File: config.mk
export PLATFORM = sky130hd
export DESIGN_NAME = dmaarc_core
export DESIGN_NICKNAME = d
export VERILOG_FILES = /design/src/include/dmaarc_pkg.sv /design/src/hdl/dmaarc_core.sv /design/src/hdl/dmaarc_sync.sv /design/src/hdl/dmaarc_irq.sv
export SDC_FILE = /design/constraint.sdc
export NUM_CORES = 2
export LEC_CHECK = 0
export ABC_AREA = 0
export BUFFER_PORTS_ARGS = -buffer_cell sky130_fd_sc_hd__clkbuf_2
export CORE_UTILIZATION = 30
export CTS_BUF_LIST = sky130_fd_sc_hd__clkbuf_8
export DETAILED_ROUTE_END_ITERATION = 8
export GPL_TIMING_DRIVEN = 0
export PLACE_DENSITY = 0.48
export SLEW_MARGIN = 5
export SYNTH_ARGS = -nofsm -noshare
export SYNTH_HDL_FRONTEND = slang
export SYNTH_SLANG_ARGS = --single-unit
File: constraint.sdc
create_clock -name clk -period 11.4 [get_ports clk]
set_input_delay 2.28 -clock clk [delete_from_list [all_inputs] [get_ports clk]]
set_output_delay 2.28 -clock clk [all_outputs]
set_load 0.1 [all_outputs]
File: src/include/dmaarc_pkg.sv
// Purpose: Shared constants of the DMA abort and resume controller
// Assumes: AHB-Lite word access, byte addresses on haddr[7:0]
// Notes: Channel n occupies 32 bytes at n*32; global registers from 8'h80
package dmaarc_pkg;
  // Channel count
  localparam int NCH = 4;
  // Field offsets inside one channel window, haddr[4:0]
  localparam logic [4:0] FLD_SRC = 5'h00;
  localparam logic [4:0] FLD_DST = 5'h04;
  localparam logic [4:0] FLD_CNT = 5'h08;
  localparam logic [4:0] FLD_ADC = 5'h0c;
  localparam logic [4:0] FLD_CTL = 5'h10;
  // Global register offsets
  localparam logic [7:0] OFS_ISTAT = 8'h80;
  localparam logic [7:0] OFS_RST = 8'h84;
  localparam logic [7:0] OFS_IRQ_ST = 8'h88;
  localparam logic [7:0] OFS_IRQ_CLR = 8'h8c;
  localparam logic [7:0] OFS_IRQ_EN = 8'h90;
  // Channel control bit positions
  localparam int CTL_EN = 0;
  localparam int CTL_SWT = 1;
  localparam int CTL_MODE = 2;
  localparam int CTL_PIRQ = 4;
  localparam int CTL_PIN = 5;
  // Transfer modes in control bits [3:2]
  localparam logic [1:0] MODE_SINGLE = 2'h0;
  localparam logic [1:0] MODE_STEP = 2'h1;
  localparam logic [1:0] MODE_BLOCK = 2'h2;
  // Address direction codes, source in [1:0], destination in [3:2]
  localparam logic [1:0] DIR_INC = 2'h0;
  localparam logic [1:0] DIR_DEC = 2'h1;
  localparam logic [1:0] DIR_FIX = 2'h2;
  localparam logic [31:0] ADDR_STEP = 32'h0000_0004;
  // Interrupt status layout
  localparam int NIRQ = 8;
  localparam int IRQ_TC = 0;
  localparam int IRQ_AB = 4;
  // Reset values
  localparam logic [31:0] RST_WORD = 32'h0000_0000;
  localparam logic [15:0] RST_HALF = 16'h0000;
  localparam logic [7:0] RST_CTL = 8'h00;
endpackage : dmaarc_pkg

File: src/hdl/dmaarc_core.sv
// Purpose: Four-channel DMA start, abort and resume control
// Assumes: AHB-Lite slave, zero wait, word access; one transfer port
// Notes: Transfer port is a req/ack pair, req held until ack or abort
// Notes on behaviour
// - NMI aborts any transfer in progress
// - Abort copies enable bits to interrupted status
// - Enable bit is bit 0 of control
// - Restart write of 1 resumes aborted channel
// - Start by software, peripheral interrupt or pin
// - Single, single-step and block transfer modes
// - Four independent channels, numbered 0 to 3
// - One-clock stop pulse aborts and saves enables
// - Count register holds transfers minus one
// - Address control 0000H is a valid setting
// - Control write 03H enables and starts channel
// - Addresses and count advance per transfer
// - Equal source and destination work normally
`timescale 1ns/100ps
module dmaarc_core (
  input wire logic clk,
  input wire logic arst_n,
  input wire logic hsel,
  input wire logic [31:0] haddr,
  input wire logic [1:0] htrans,
  input wire logic hwrite,
  input wire logic [2:0] hsize,
  input wire logic [31:0] hwdata,
  input wire logic hready,
  output logic hreadyout,
  output logic hresp,
  output logic [31:0] hrdata,
  input wire logic [dmaarc_pkg::NCH-1:0] periph_irq,
  input wire logic [dmaarc_pkg::NCH-1:0] transfer_request_pin,
  input wire logic transfer_stop_input,
  input wire logic nmi,
  output logic xfer_req,
  output logic [1:0] xfer_ch,
  output logic [31:0] xfer_src,
  output logic [31:0] xfer_dst,
  input wire logic xfer_ack,
  output logic irq
);
  import dmaarc_pkg::*;

  // Engine states
  typedef enum logic {ST_IDLE, ST_XFER} dmaarc_state_t;

  // Next address for one direction code
  function automatic logic [31:0] dmaarc_next(input logic [31:0] a,
                                              input logic [1:0] dir);
    // Code zero increments, so 0000H is a usable setting
    dmaarc_next = (dir == DIR_INC) ? a + ADDR_STEP :
                  (dir == DIR_DEC) ? a - ADDR_STEP : a;
  endfunction : dmaarc_next

  // Lowest pending channel wins
  function automatic logic [1:0] dmaarc_first(input logic [3:0] v);
    dmaarc_first = v[0] ? 2'd0 : v[1] ? 2'd1 : v[2] ? 2'd2 : 2'd3;
  endfunction : dmaarc_first

  // Bus slave state
  logic act_q;
  logic wr_q;
  logic [7:0] a_q;
  logic [31:0] hrdata_q;
  // Channel registers
  logic [31:0] src_q [NCH];
  logic [31:0] dst_q [NCH];
  logic [15:0] cnt_q [NCH];
  logic [15:0] adc_q [NCH];
  logic [7:0] ctl_q [NCH];
  // Per-channel flags
  logic [NCH-1:0] pend_q;
  logic [NCH-1:0] istat_q;
  // Engine
  dmaarc_state_t state_q;
  logic [1:0] cur_q;
  logic [31:0] xsrc_q;
  logic [31:0] xdst_q;
  // Synchronised pins and their previous values
  logic [5:0] sy;
  logic [5:0] sy_q;
  logic [NCH-1:0] pirq_q;
  // Interrupt block outputs
  logic [NIRQ-1:0] irq_st;
  logic [NIRQ-1:0] irq_en;

  // Pins reach logic only after two flops
  dmaarc_sync #(.W(6)) u_sync (
    .clk(clk),
    .arst_n(arst_n),
    .d({nmi, transfer_stop_input, transfer_request_pin}),
    .q(sy)
  );

  // Edge history of pins and of peripheral interrupts
  always_ff @(posedge clk or negedge arst_n) begin
    if (!arst_n) begin
      sy_q <= '0;
      pirq_q <= '0;
    end else begin
      sy_q <= sy;
      pirq_q <= periph_irq;
    end
  end

  // Rising edges; a one-clock stop pulse is enough
  wire logic [5:0] sy_rise = sy & ~sy_q;
  wire logic [NCH-1:0] pin_rise = sy_rise[3:0];
  wire logic [NCH-1:0] pirq_rise = periph_irq & ~pirq_q;
  wire logic abort = sy_rise[5] | sy_rise[4];

  // Address phase capture
  wire logic addr_ph = hsel & htrans[1] & hready;
  wire logic wr_go = act_q & wr_q;

  always_ff @(posedge clk or negedge arst_n) begin
    if (!arst_n) begin
      act_q <= 1'b0;
      wr_q <= 1'b0;
      a_q <= 8'h00;
    end else begin
      act_q <= addr_ph;
      if (addr_ph) wr_q <= hwrite;
      if (addr_ph) a_q <= haddr[7:0];
    end
  end

  // Write decode of global registers and of the channel window
  wire logic we_rst = wr_go & (a_q == OFS_RST);
  wire logic we_iclr = wr_go & (a_q == OFS_IRQ_CLR);
  wire logic we_ien = wr_go & (a_q == OFS_IRQ_EN);
  wire logic ch_win = wr_go & ~a_q[7];

  // Read selection, prepared in the address phase
  wire logic [1:0] rch = haddr[6:5];
  wire logic [4:0] rfld = haddr[4:0];
  wire logic [31:0] rd_chan =
    (rfld == FLD_SRC) ? src_q[rch] :
    (rfld == FLD_DST) ? dst_q[rch] :
    (rfld == FLD_CNT) ? 32'(cnt_q[rch]) :
    (rfld == FLD_ADC) ? 32'(adc_q[rch]) :
    (rfld == FLD_CTL) ? 32'(ctl_q[rch]) : RST_WORD;
  wire logic [31:0] rd_val =
    ~haddr[7] ? rd_chan :
    (haddr[7:0] == OFS_ISTAT) ? 32'(istat_q) :
    (haddr[7:0] == OFS_IRQ_ST) ? 32'(irq_st) :
    (haddr[7:0] == OFS_IRQ_EN) ? 32'(irq_en) : RST_WORD;

  // Read data register; unmapped reads return zero
  always_ff @(posedge clk or negedge arst_n) begin
    if (!arst_n) hrdata_q <= RST_WORD;
    else if (addr_ph & ~hwrite) hrdata_q <= rd_val;
  end

  // Never waits, never errors
  assign hreadyout = 1'b1;
  assign hresp = 1'b0;
  assign hrdata = hrdata_q;

  // Engine decode shared by all channels
  wire logic in_xfer = (state_q == ST_XFER);
  wire logic ack_ok = in_xfer & xfer_ack & ~abort;
  wire logic [NCH-1:0] en_vec;
  wire logic [NCH-1:0] done_n;
  wire logic [NCH-1:0] last_n;
  wire logic [NCH-1:0] trig_n;
  wire logic [NCH-1:0] keep_n;
  wire logic [NCH-1:0] we_ctl_n;
  wire logic [NCH-1:0] rst_go;

  // Restart only wakes channels that were really interrupted
  assign rst_go = {NCH{we_rst}} & hwdata[NCH-1:0] & istat_q;

  // One slice per channel, all identical
  for (genvar n = 0; n < NCH; n++) begin : g_ch
    wire logic sel = ch_win & (a_q[6:5] == 2'(n));
    wire logic we_src = sel & (a_q[4:0] == FLD_SRC);
    wire logic we_dst = sel & (a_q[4:0] == FLD_DST);
    wire logic we_cnt = sel & (a_q[4:0] == FLD_CNT);
    wire logic we_adc = sel & (a_q[4:0] == FLD_ADC);
    wire logic [1:0] mode = ctl_q[n][CTL_MODE+:2];
    assign we_ctl_n[n] = sel & (a_q[4:0] == FLD_CTL);
    assign en_vec[n] = ctl_q[n][CTL_EN];
    assign done_n[n] = ack_ok & (cur_q == 2'(n));
    assign last_n[n] = (cnt_q[n] == RST_HALF);
    // Stepped and block channels stay pending until the count ends
    assign keep_n[n] = (mode == MODE_STEP) | (mode == MODE_BLOCK);
    // Three ways to start; a write of 03H is the software one
    assign trig_n[n] =
      (we_ctl_n[n] & hwdata[CTL_EN] & hwdata[CTL_SWT]) |
      (en_vec[n] & ctl_q[n][CTL_PIRQ] & pirq_rise[n]) |
      (en_vec[n] & ctl_q[n][CTL_PIN] & pin_rise[n]);

    // Source address: software load, engine advance wins
    always_ff @(posedge clk or negedge arst_n) begin
      if (!arst_n) src_q[n] <= RST_WORD;
      else if (done_n[n]) src_q[n] <= dmaarc_next(src_q[n], adc_q[n][1:0]);
      else if (we_src) src_q[n] <= hwdata;
    end

    // Destination address, may equal the source
    always_ff @(posedge clk or negedge arst_n) begin
      if (!arst_n) dst_q[n] <= RST_WORD;
      else if (done_n[n]) dst_q[n] <= dmaarc_next(dst_q[n], adc_q[n][3:2]);
      else if (we_dst) dst_q[n] <= hwdata;
    end

    // Remaining count minus one; kept across an abort
    always_ff @(posedge clk or negedge arst_n) begin
      if (!arst_n) cnt_q[n] <= RST_HALF;
      else if (done_n[n] & ~last_n[n]) cnt_q[n] <= cnt_q[n] - 16'h0001;
      else if (we_cnt) cnt_q[n] <= hwdata[15:0];
    end

    // Address control
    always_ff @(posedge clk or negedge arst_n) begin
      if (!arst_n) adc_q[n] <= RST_HALF;
      else if (we_adc) adc_q[n] <= hwdata[15:0];
    end

    // Control; trigger bit never stored, abort drops the enable
    always_ff @(posedge clk or negedge arst_n) begin
      if (!arst_n) ctl_q[n] <= RST_CTL;
      else if (abort) ctl_q[n][CTL_EN] <= 1'b0;
      else if (we_ctl_n[n]) ctl_q[n] <= hwdata[7:0] & ~8'(1 << CTL_SWT);
      else if (done_n[n] & last_n[n]) ctl_q[n][CTL_EN] <= 1'b0;
      else if (rst_go[n]) ctl_q[n][CTL_EN] <= 1'b1;
    end

    // Pending request; a trigger in the cycle of a non-final acknowledge is kept
    always_ff @(posedge clk or negedge arst_n) begin
      if (!arst_n) pend_q[n] <= 1'b0;
      else if (abort) pend_q[n] <= 1'b0;
      else if (done_n[n] & last_n[n]) pend_q[n] <= 1'b0;
      else if (trig_n[n] | rst_go[n]) pend_q[n] <= 1'b1;
      else if (done_n[n] & ~keep_n[n]) pend_q[n] <= 1'b0;
      else if (we_ctl_n[n] & ~hwdata[CTL_EN]) pend_q[n] <= 1'b0;
    end
  end

  // Interrupted status: abort snapshots enables, restart clears
  always_ff @(posedge clk or negedge arst_n) begin
    if (!arst_n) istat_q <= '0;
    else if (abort) istat_q <= en_vec;
    else istat_q <= istat_q & ~rst_go;
  end

  // Requests that the engine may serve
  wire logic [NCH-1:0] ready_n = pend_q & en_vec;
  wire logic [1:0] grant = dmaarc_first(ready_n);
  wire logic cur_block = (ctl_q[cur_q][CTL_MODE+:2] == MODE_BLOCK);
  // Block mode keeps the port for its whole count
  wire logic stay = done_n[cur_q] & cur_block & ~last_n[cur_q];

  // Engine state; abort drops the request at once
  always_ff @(posedge clk or negedge arst_n) begin
    if (!arst_n) state_q <= ST_IDLE;
    else begin
      case (state_q)
        ST_IDLE: if (|ready_n & ~abort) state_q <= ST_XFER;
        ST_XFER: if (abort | (ack_ok & ~stay)) state_q <= ST_IDLE;
        default: state_q <= ST_IDLE;
      endcase
    end
  end

  // Transfer port data from flops, loaded on grant or block step
  always_ff @(posedge clk or negedge arst_n) begin
    if (!arst_n) begin
      cur_q <= 2'd0;
      xsrc_q <= RST_WORD;
      xdst_q <= RST_WORD;
    end else if ((state_q == ST_IDLE) & |ready_n) begin
      cur_q <= grant;
      xsrc_q <= src_q[grant];
      xdst_q <= dst_q[grant];
    end else if (stay) begin
      xsrc_q <= dmaarc_next(src_q[cur_q], adc_q[cur_q][1:0]);
      xdst_q <= dmaarc_next(dst_q[cur_q], adc_q[cur_q][3:2]);
    end
  end

  assign xfer_req = in_xfer;
  assign xfer_ch = cur_q;
  assign xfer_src = xsrc_q;
  assign xfer_dst = xdst_q;

  // Completion and abort events to the interrupt block
  wire logic [NIRQ-1:0] ev = {({NCH{abort}} & en_vec),
                              (done_n & last_n)};

  dmaarc_irq u_irq (
    .clk(clk),
    .arst_n(arst_n),
    .set(ev),
    .clr_we(we_iclr),
    .en_we(we_ien),
    .wval(hwdata[NIRQ-1:0]),
    .status_q(irq_st),
    .enable_q(irq_en),
    .irq(irq)
  );
endmodule : dmaarc_core

File: src/hdl/dmaarc_sync.sv
// Purpose: Two flip-flop synchroniser for a vector of pin levels
// Assumes: Each bit is an independent level, no bus coherency needed
// Notes: Only the second stage may be read by logic
`timescale 1ns/100ps
module dmaarc_sync #(
  parameter int W = 1
) (
  input wire logic clk,
  input wire logic arst_n,
  input wire logic [W-1:0] d,
  output logic [W-1:0] q
);
  // First stage, read only by the second stage
  logic [W-1:0] meta_q;

  // Both stages clear on reset
  always_ff @(posedge clk or negedge arst_n) begin
    if (!arst_n) begin
      meta_q <= '0;
      q <= '0;
    end else begin
      meta_q <= d;
      q <= meta_q;
    end
  end
endmodule : dmaarc_sync

File: src/hdl/dmaarc_irq.sv
// Purpose: Sticky event status, write-one clear and enable mask
// Assumes: Set pulses come from the same clock domain
// Notes: A set in the clear cycle keeps the bit set
`timescale 1ns/100ps
module dmaarc_irq
  import dmaarc_pkg::*;
(
  input wire logic clk,
  input wire logic arst_n,
  input wire logic [dmaarc_pkg::NIRQ-1:0] set,
  input wire logic clr_we,
  input wire logic en_we,
  input wire logic [dmaarc_pkg::NIRQ-1:0] wval,
  output logic [dmaarc_pkg::NIRQ-1:0] status_q,
  output logic [dmaarc_pkg::NIRQ-1:0] enable_q,
  output logic irq
);
  // Bits software asks to clear this cycle
  wire logic [NIRQ-1:0] clr_mask = clr_we ? wval : '0;

  // Sticky status; set wins so no event is lost
  always_ff @(posedge clk or negedge arst_n) begin
    if (!arst_n) status_q <= '0;
    else status_q <= (status_q & ~clr_mask) | set;
  end

  // Enable mask
  always_ff @(posedge clk or negedge arst_n) begin
    if (!arst_n) enable_q <= '0;
    else if (en_we) enable_q <= wval;
  end

  // Level output while any enabled bit stands
  assign irq = |(status_q & enable_q);
endmodule : dmaarc_irq

Yosys cells after proc, flatten, opt, wreduce, memory -nomap -nowiden

Index checks and enable logic that the tools add are counted.

Input bits: 85
Output and inout bits: 102
Flip-flop bits (word level): 567

Bitwise operators: 134
Reduce and logical (&&, ||, !) cells: 53
Equality and inequality tests: 47
Muxes and demuxes: 138
Order comparisons: 4
$add $sub $neg: 24

Operator list:

| kind                    | count |
|---|---|
| $mux W32                | 55 |
| $bmux W32 S2            | 6 |
| $add A32 B3 Y32 const B | 10 |
| $sub A32 B3 Y32 const B | 10 |
| $mux W16                | 14 |
| $bmux W16 S2            | 3 |
| $and A1 B1 Y1           | 83 |
| $logic_not A16 Y1       | 4 |
| $sub A16 B1 Y16 const B | 4 |
| $mux W8                 | 7 |
| $eq A8 B8 Y1 const B    | 6 |
| $mux W1                 | 41 |
| $bmux W8 S2             | 2 |
| $eq A2 B1 Y1 const B    | 16 |
| $and A4 B4 Y4           | 7 |
| $reduce_bool A2 Y1      | 13 |
| $logic_not A2 Y1        | 12 |
| $ne A3 B1 Y1 const B    | 8 |
| $reduce_and A2 Y1       | 12 |
| $eq A5 B4 Y1 const B    | 4 |
| $mux W4                 | 5 |
| $reduce_bool A5 Y1      | 4 |
| $eq A2 B2 Y1 const B    | 9 |
| $or A1 B1 Y1            | 18 |
| 19 further kinds        | 47 |

Longest topological paths before layout

Word-level depth: 15
Gate-level depth with buffers: 16
Depth with buffers taken out: 13

Modules after synthesis

A second synthesis with hierarchy kept.

Cell total of the unflattened synthesis: 5,144
Area total of the unflattened synthesis: 44,624.0 µm²

Modules (own cells, without submodules):

| module      | sequential area each (µm²) | times used | area each (µm²) | cells each |
|---|---|---|---|---|
| dmaarc_core | 13,487.9                   | 1          | 43,660.6        | 5,085 |
| dmaarc_irq  | 400.4                      | 1          | 663.1           | 47 |
| dmaarc_sync | 300.3                      | 1          | 300.3           | 12 |

Worst setup path before layout

No wires, ideal clock.

Path type: input-to-reg
Start point: input port haddr[5]
End point: register hrdata_q[16] (netlist: hrdata[16])
Data required time: 11.267 ns
Path buffers: 5
Data arrival time: 4.660 ns
Stages on the path: 8
Slack: 6.607 ns
Cell sequence: buf_2 -> buf_2 -> buf_2 -> buf_2 -> buf_1 -> mux4_2 -> a22oi_1 -> o21ai_0

Longest elaborated chain between the ends: 7
Elaborated cells on any way between the ends: 10
Classes of those cells: mux (9); bitwise (1)

Ends and longest elaborated chain:

| item                                        | line                                   | RTL |
|---|---|---|
| start: declaration                          | dmaarc_core.sv:23                      | `input wire logic [31:0] haddr,` |
| $not A2 Y3 (not written as such) *          | dmaarc_core.sv:139, dmaarc_core.sv:140 |  |
| $bmux W32 S2                                | dmaarc_core.sv:140                     | `(rfld == FLD_DST) ? dst_q[rch] :` |
| $mux W32 (not written as such) (2 in a row) | dmaarc_core.sv:140                     |  |
| $mux W32                                    | dmaarc_core.sv:140                     |  |
| $mux W32 *                                  | dmaarc_core.sv:139                     | `(rfld == FLD_SRC) ? src_q[rch] :` |
| $mux W32 *                                  | dmaarc_core.sv:145                     | `~haddr[7] ? rd_chan :` |
| end signal: assignment                      | dmaarc_core.sv:153                     | `else if (addr_ph & ~hwrite) hrdata_q <= rd_val;` |
| end: declaration                            | dmaarc_core.sv:65                      | `logic [31:0] hrdata_q;` |

Mark *: on every way between the ends. The rest lies on a longest branch, timed or not. The select of a mux whose other input is x is not followed.
A chain may end at the register's enable or synchronous reset.

Final worst setup path

Start point: input port haddr[6]
End point: register hrdata_q[17] (netlist: hrdata[17])

The elaborated chain is that of the path after synthesis.

==> flow_metrics.env <==
export IMPL_rrSetupSlack_ns=5.23
export IMPL_drv_cap=1
export IMPL_clk_pin_slew_ns=0.06
export IMPL_num_vias=45550
export IMPL_muxShareOfSynthArea_pct=12.22
export IMPL_start_kind="primary input"
export IMPL_cellLeakagePower_uw=0.02118
export IMPL_cts_resized=0
export IMPL_cts_root_buf="clkbuf_8"
export IMPL_violations="capacitance limit, slew limit"
export IMPL_path_cells="clkbuf_1 -> buf_1 -> buf_1 -> clkbuf_1 -> clkbuf_1 -> mux4_2 -> a22oi_1 -> o21ai_0"
export IMPL_path_buf_inv=5
export IMPL_hold_path_class="flip-flop to flip-flop"
export IMPL_synth_cell_area_um2=44520
export IMPL_synth_top_family_by_area="compound AO/OA/AOI/OAI gates"
export IMPL_drv_slew=11
export IMPL_hold_viol=0
export IMPL_setup_violations=0
export IMPL_status="finished with violations"
export IMPL_synth_distinct_cells=96
export IMPL_fill_cells=15370
export IMPL_core_um2=146400
export IMPL_grt_antenna_before_repair=30
export IMPL_synth_edf_count=0
export IMPL_first_pass_iters=6
export IMPL_hold_buffers=0
export IMPL_dieArea_um2=149900
export IMPL_finalNetCount=5727
export IMPL_post_cts_buffers=0
export IMPL_gp_congestion=1.047
export IMPL_crit_type="primary input to flip-flop"
export IMPL_drt_total_wl_um=262800
export IMPL_hpwl_um=209200
export IMPL_worst_pin_slew_ns=1.516
export IMPL_pwr_share_comb_pct=27.3
export IMPL_cellPowerDensity_nw_per_um2=134.6
export IMPL_ant_nets=0
export IMPL_synth_flop_cell="dfrtp_1"
export IMPL_final_cell_count_no_fill=7431
export IMPL_cts_sinks=567
export IMPL_net_switching_power_uw=2626
export IMPL_grt_max_degree=99
export IMPL_rsz0062_at_grt="no"
export IMPL_first_iter_violations=5939
export IMPL_rows=140
export IMPL_clock_latency_ns=0.92
export IMPL_crit_path_top_delay_cell="buf_1"
export IMPL_avgViaCountPerCell=6.129
export IMPL_slew_headroom_pct=-1.076
export IMPL_setup_worst_path_end_class="flip-flop"
export IMPL_ys_warnings_count=0
export IMPL_htreeDepth=3
export IMPL_grt_pass1_vias=42040
export IMPL_wire_per_inst_um=35.37
export IMPL_placement_io_buffers=150
export IMPL_synthesis_nets=5449
export IMPL_syn_area_per_cell_um2=8.688
export IMPL_cp_arrival_ns=7.27
export IMPL_numCtsBuffers=114
export IMPL_ys_ff_latch=567
export IMPL_critical_path_top_delay_family="buffers and inverters"
export IMPL_die_h_um=387.2
export IMPL_power_share_clock_pct=36.7
export IMPL_path_common_cell="clkbuf_1"
export IMPL_ir_drop_mv=0.1213
export IMPL_power_frac_seq_pct=35.9
export IMPL_cts_tree="done"
export IMPL_layout_drive_gt1_share_pct=13.65
export IMPL_postSynthCellCount=5124
export IMPL_tns_ns=0
export IMPL_fin_crit_ns=6.528
export IMPL_required_ns=12.14
export IMPL_synth_xor_area_share_pct=4.820
export IMPL_slowest_delay_ns=1.01
export IMPL_fin_worst_skew_ns=0.09683
export IMPL_synth_adder_area_share_pct=6.880
export IMPL_p_sw_share_pct=38.51
export IMPL_internal_power_uw=4194
export IMPL_gr_total_overflow=0
export IMPL_synth_compound_area_share_pct=21.88
export IMPL_placed_cells=7203
export IMPL_areaGrowthSynthToFinish_pct=13.82
export IMPL_grt_pass1_wl_um=356200
export IMPL_max_freq_mhz=153.2
export IMPL_grtUsageTotal_pct=34.20
export IMPL_drc=0
export IMPL_synthArstFlopShare_pct=100.0
export IMPL_io_pins=187
export IMPL_synth_seq_area_share_pct=31.87
export IMPL_fin_crit_sh_pct=57.26
export IMPL_utilization_pct=34.60
export IMPL_synth_simple_gate_area_share_pct=18.81
export IMPL_path_max_fanout=10
export IMPL_die_w_um=387.2
export IMPL_initial_core_util_pct=30.40
export IMPL_clockBufferDepth=3
[cell usage after synthesis, drive strengths merged, types with 22 or more instances]
cell type  instances  area (um^2)
o211ai            33        247.7
or2               29        181.4
dfrtp            567        14190
nand2b            61        381.6
a22oi             50        375.4
mux4             174         3923
clkbuf           214        803.3
a31oi            105        656.9
a311oi            58        508.0
nand3            114        570.6
a211oi            73        548.0
a21oi            456         2282
o221ai            22        198.9
nor3             116        590.6
or3               40        265.3
o21ai            357         1787
a21o             105        788.3
xor2              96        840.8
nor2b             34        212.7
nand2            760         2853
o21bai            30        225.2
o21a              44        330.3
inv               94        352.8
buf               70        404.1
and2              46        287.8
nor2             464         1747
nor4              30        221.5
and3              55        344.1
ha               232         2903
mux2             116         1306
xnor2            149         1305
o22ai             32        206.5
[per-stage QoR]
| step | hold slack [ns] | cell area [um^2] | worst slack, ns | power, uW |
|---|---|---|---|---|
| 2_1_floorplan | 0.3312 | 44520 | 6.607 | 3547 |
| 3_3_place_gp | 0.3319 | 47670 | -6.938 | 4280 |
| 3_5_place_dp | 0.3347 | 47960 | 4.097 | 4285 |
| 4_1_cts | 0.3474 | 50640 | 5.057 | 6804 |
| 5_1_grt | 0.3633 | 50650 | 4.768 | 7057 |
| 6_report | 0.3462 | 50670 | 4.872 | 6820 |
[power by group through the flow]
stage / combinational, uW / clock (uW) / sequential [uW]
3_3_place_gp: 1810 / 0 / 2470
5_1_grt: 1990 / 2630 / 2440
6_report: 1860 / 2510 / 2450
3_5_place_dp: 1820 / 0 / 2470
2_1_floorplan: 1120 / 0 / 2430
4_1_cts: 1830 / 2550 / 2430
[cell usage in the layout, fill, tap and decap left out, types with 26 or more instances in the layout]
cell type / instances
mux4_2: 173
and2_1: 46
nand2_1: 760
o22ai_1: 31
a21oi_1: 456
clkbuf_8: 155
xnor2_1: 149
o21ai_0: 351
o21a_1: 44
ha_1: 232
nor3_1: 107
a211oi_1: 73
clkbuf_2: 159
mux2_2: 116
nand3_1: 114
nand2b_1: 61
nor2b_1: 34
and3_1: 55
xor2_1: 96
a22oi_1: 50
nor4_1: 26
o211ai_1: 33
a31oi_1: 105
o21bai_1: 30
nor2_1: 462
dfrtp_1: 567
a311oi_1: 58
inv_1: 125
or3_1: 37
clkbuf_1: 205
buf_2: 30
a21o_1: 105
[registers in the layout, indices dropped and copies added, names as in the netlist]
register,flops
act_q,1
xfer_dst,32
src_q,128
xfer_req,1
pend_q,4
a_q,8
pirq_q,4
u_sync.meta_q,6
hrdata,32
dst_q,128
xfer_src,32
xfer_ch,2
ctl_q,28
cnt_q,64
u_sync.q,6
istat_q,4
adc_q,64
wr_q,1
u_irq.status_q,8
u_irq.enable_q,8
sy_q,6
[final timing paths]
kind,startpoint,endpoint,cells after the start
max,haddr[6],hrdata[17]$_DFFE_PN0P_,8
max in group asynchronous,arst_n,xfer_dst[11]$_DFFE_PN0P_,4
min,u_sync.meta_q[4]$_DFF_PN0_,u_sync.q[4]$_DFF_PN0_,0
min in group asynchronous,arst_n,dst_q[12]$_DFFE_PN0P_,2
min reg2reg,u_sync.meta_q[4]$_DFF_PN0_,u_sync.q[4]$_DFF_PN0_,0
max reg2reg,adc_q[35]$_DFFE_PN0P_,dst_q[94]$_DFFE_PN0P_,13
[cell families after synthesis]
| logic type | count (synthesis) |
|---|---|
| compound gates | 1541 |
| xor+xnor | 245 |
| fa+ha+maj | 240 |
| buf+inv | 378 |
| flops | 567 |
| mux | 311 |
| other cells | 2 |
| simple gates | 1840 |
[metal layers]
layer | GRT usage (%) | vias up | wire length (um)
met4 | 19.28 | 14 | 17430
met1 | 46.30 | 22950 | 112300
met2 | 49.60 | 2467 | 109200
met5 | 0 | - | 81
met3 | 8.198 | 487 | 23830
li1 | - | 19630 | -
[layout make-up]
class	count	area (um^2)	area share [%]
antenna	13	32.53	0.06420
buffer	284	1220	2.407
clock buffer	154	2120	4.183
clock inverter	61	558.0	1.101
inverter	94	352.8	0.6963
multi-input combinational	4179	28810	56.86
sequential	567	14190	28.00
tap	1917	2399	4.733
timing repair buffer	162	991.0	1.956
[worst register-to-register path, cell delays in order (launching register included)]
cell	delay, ns
dfrtp_1	0.61
nor2_1	0.62
inv_1	0.76
ha_1	0.60
nor2b_1	0.16
o21ai_0	0.21
a21oi_1	0.17
o41ai_1	0.98
a211oi_1	0.22
nor4b_1	0.65
o31ai_1	0.17
a31oi_1	0.46
xor2_1	0.23
o221ai_1	0.14
No activity file was read; power rests on OpenSTA's default activity.
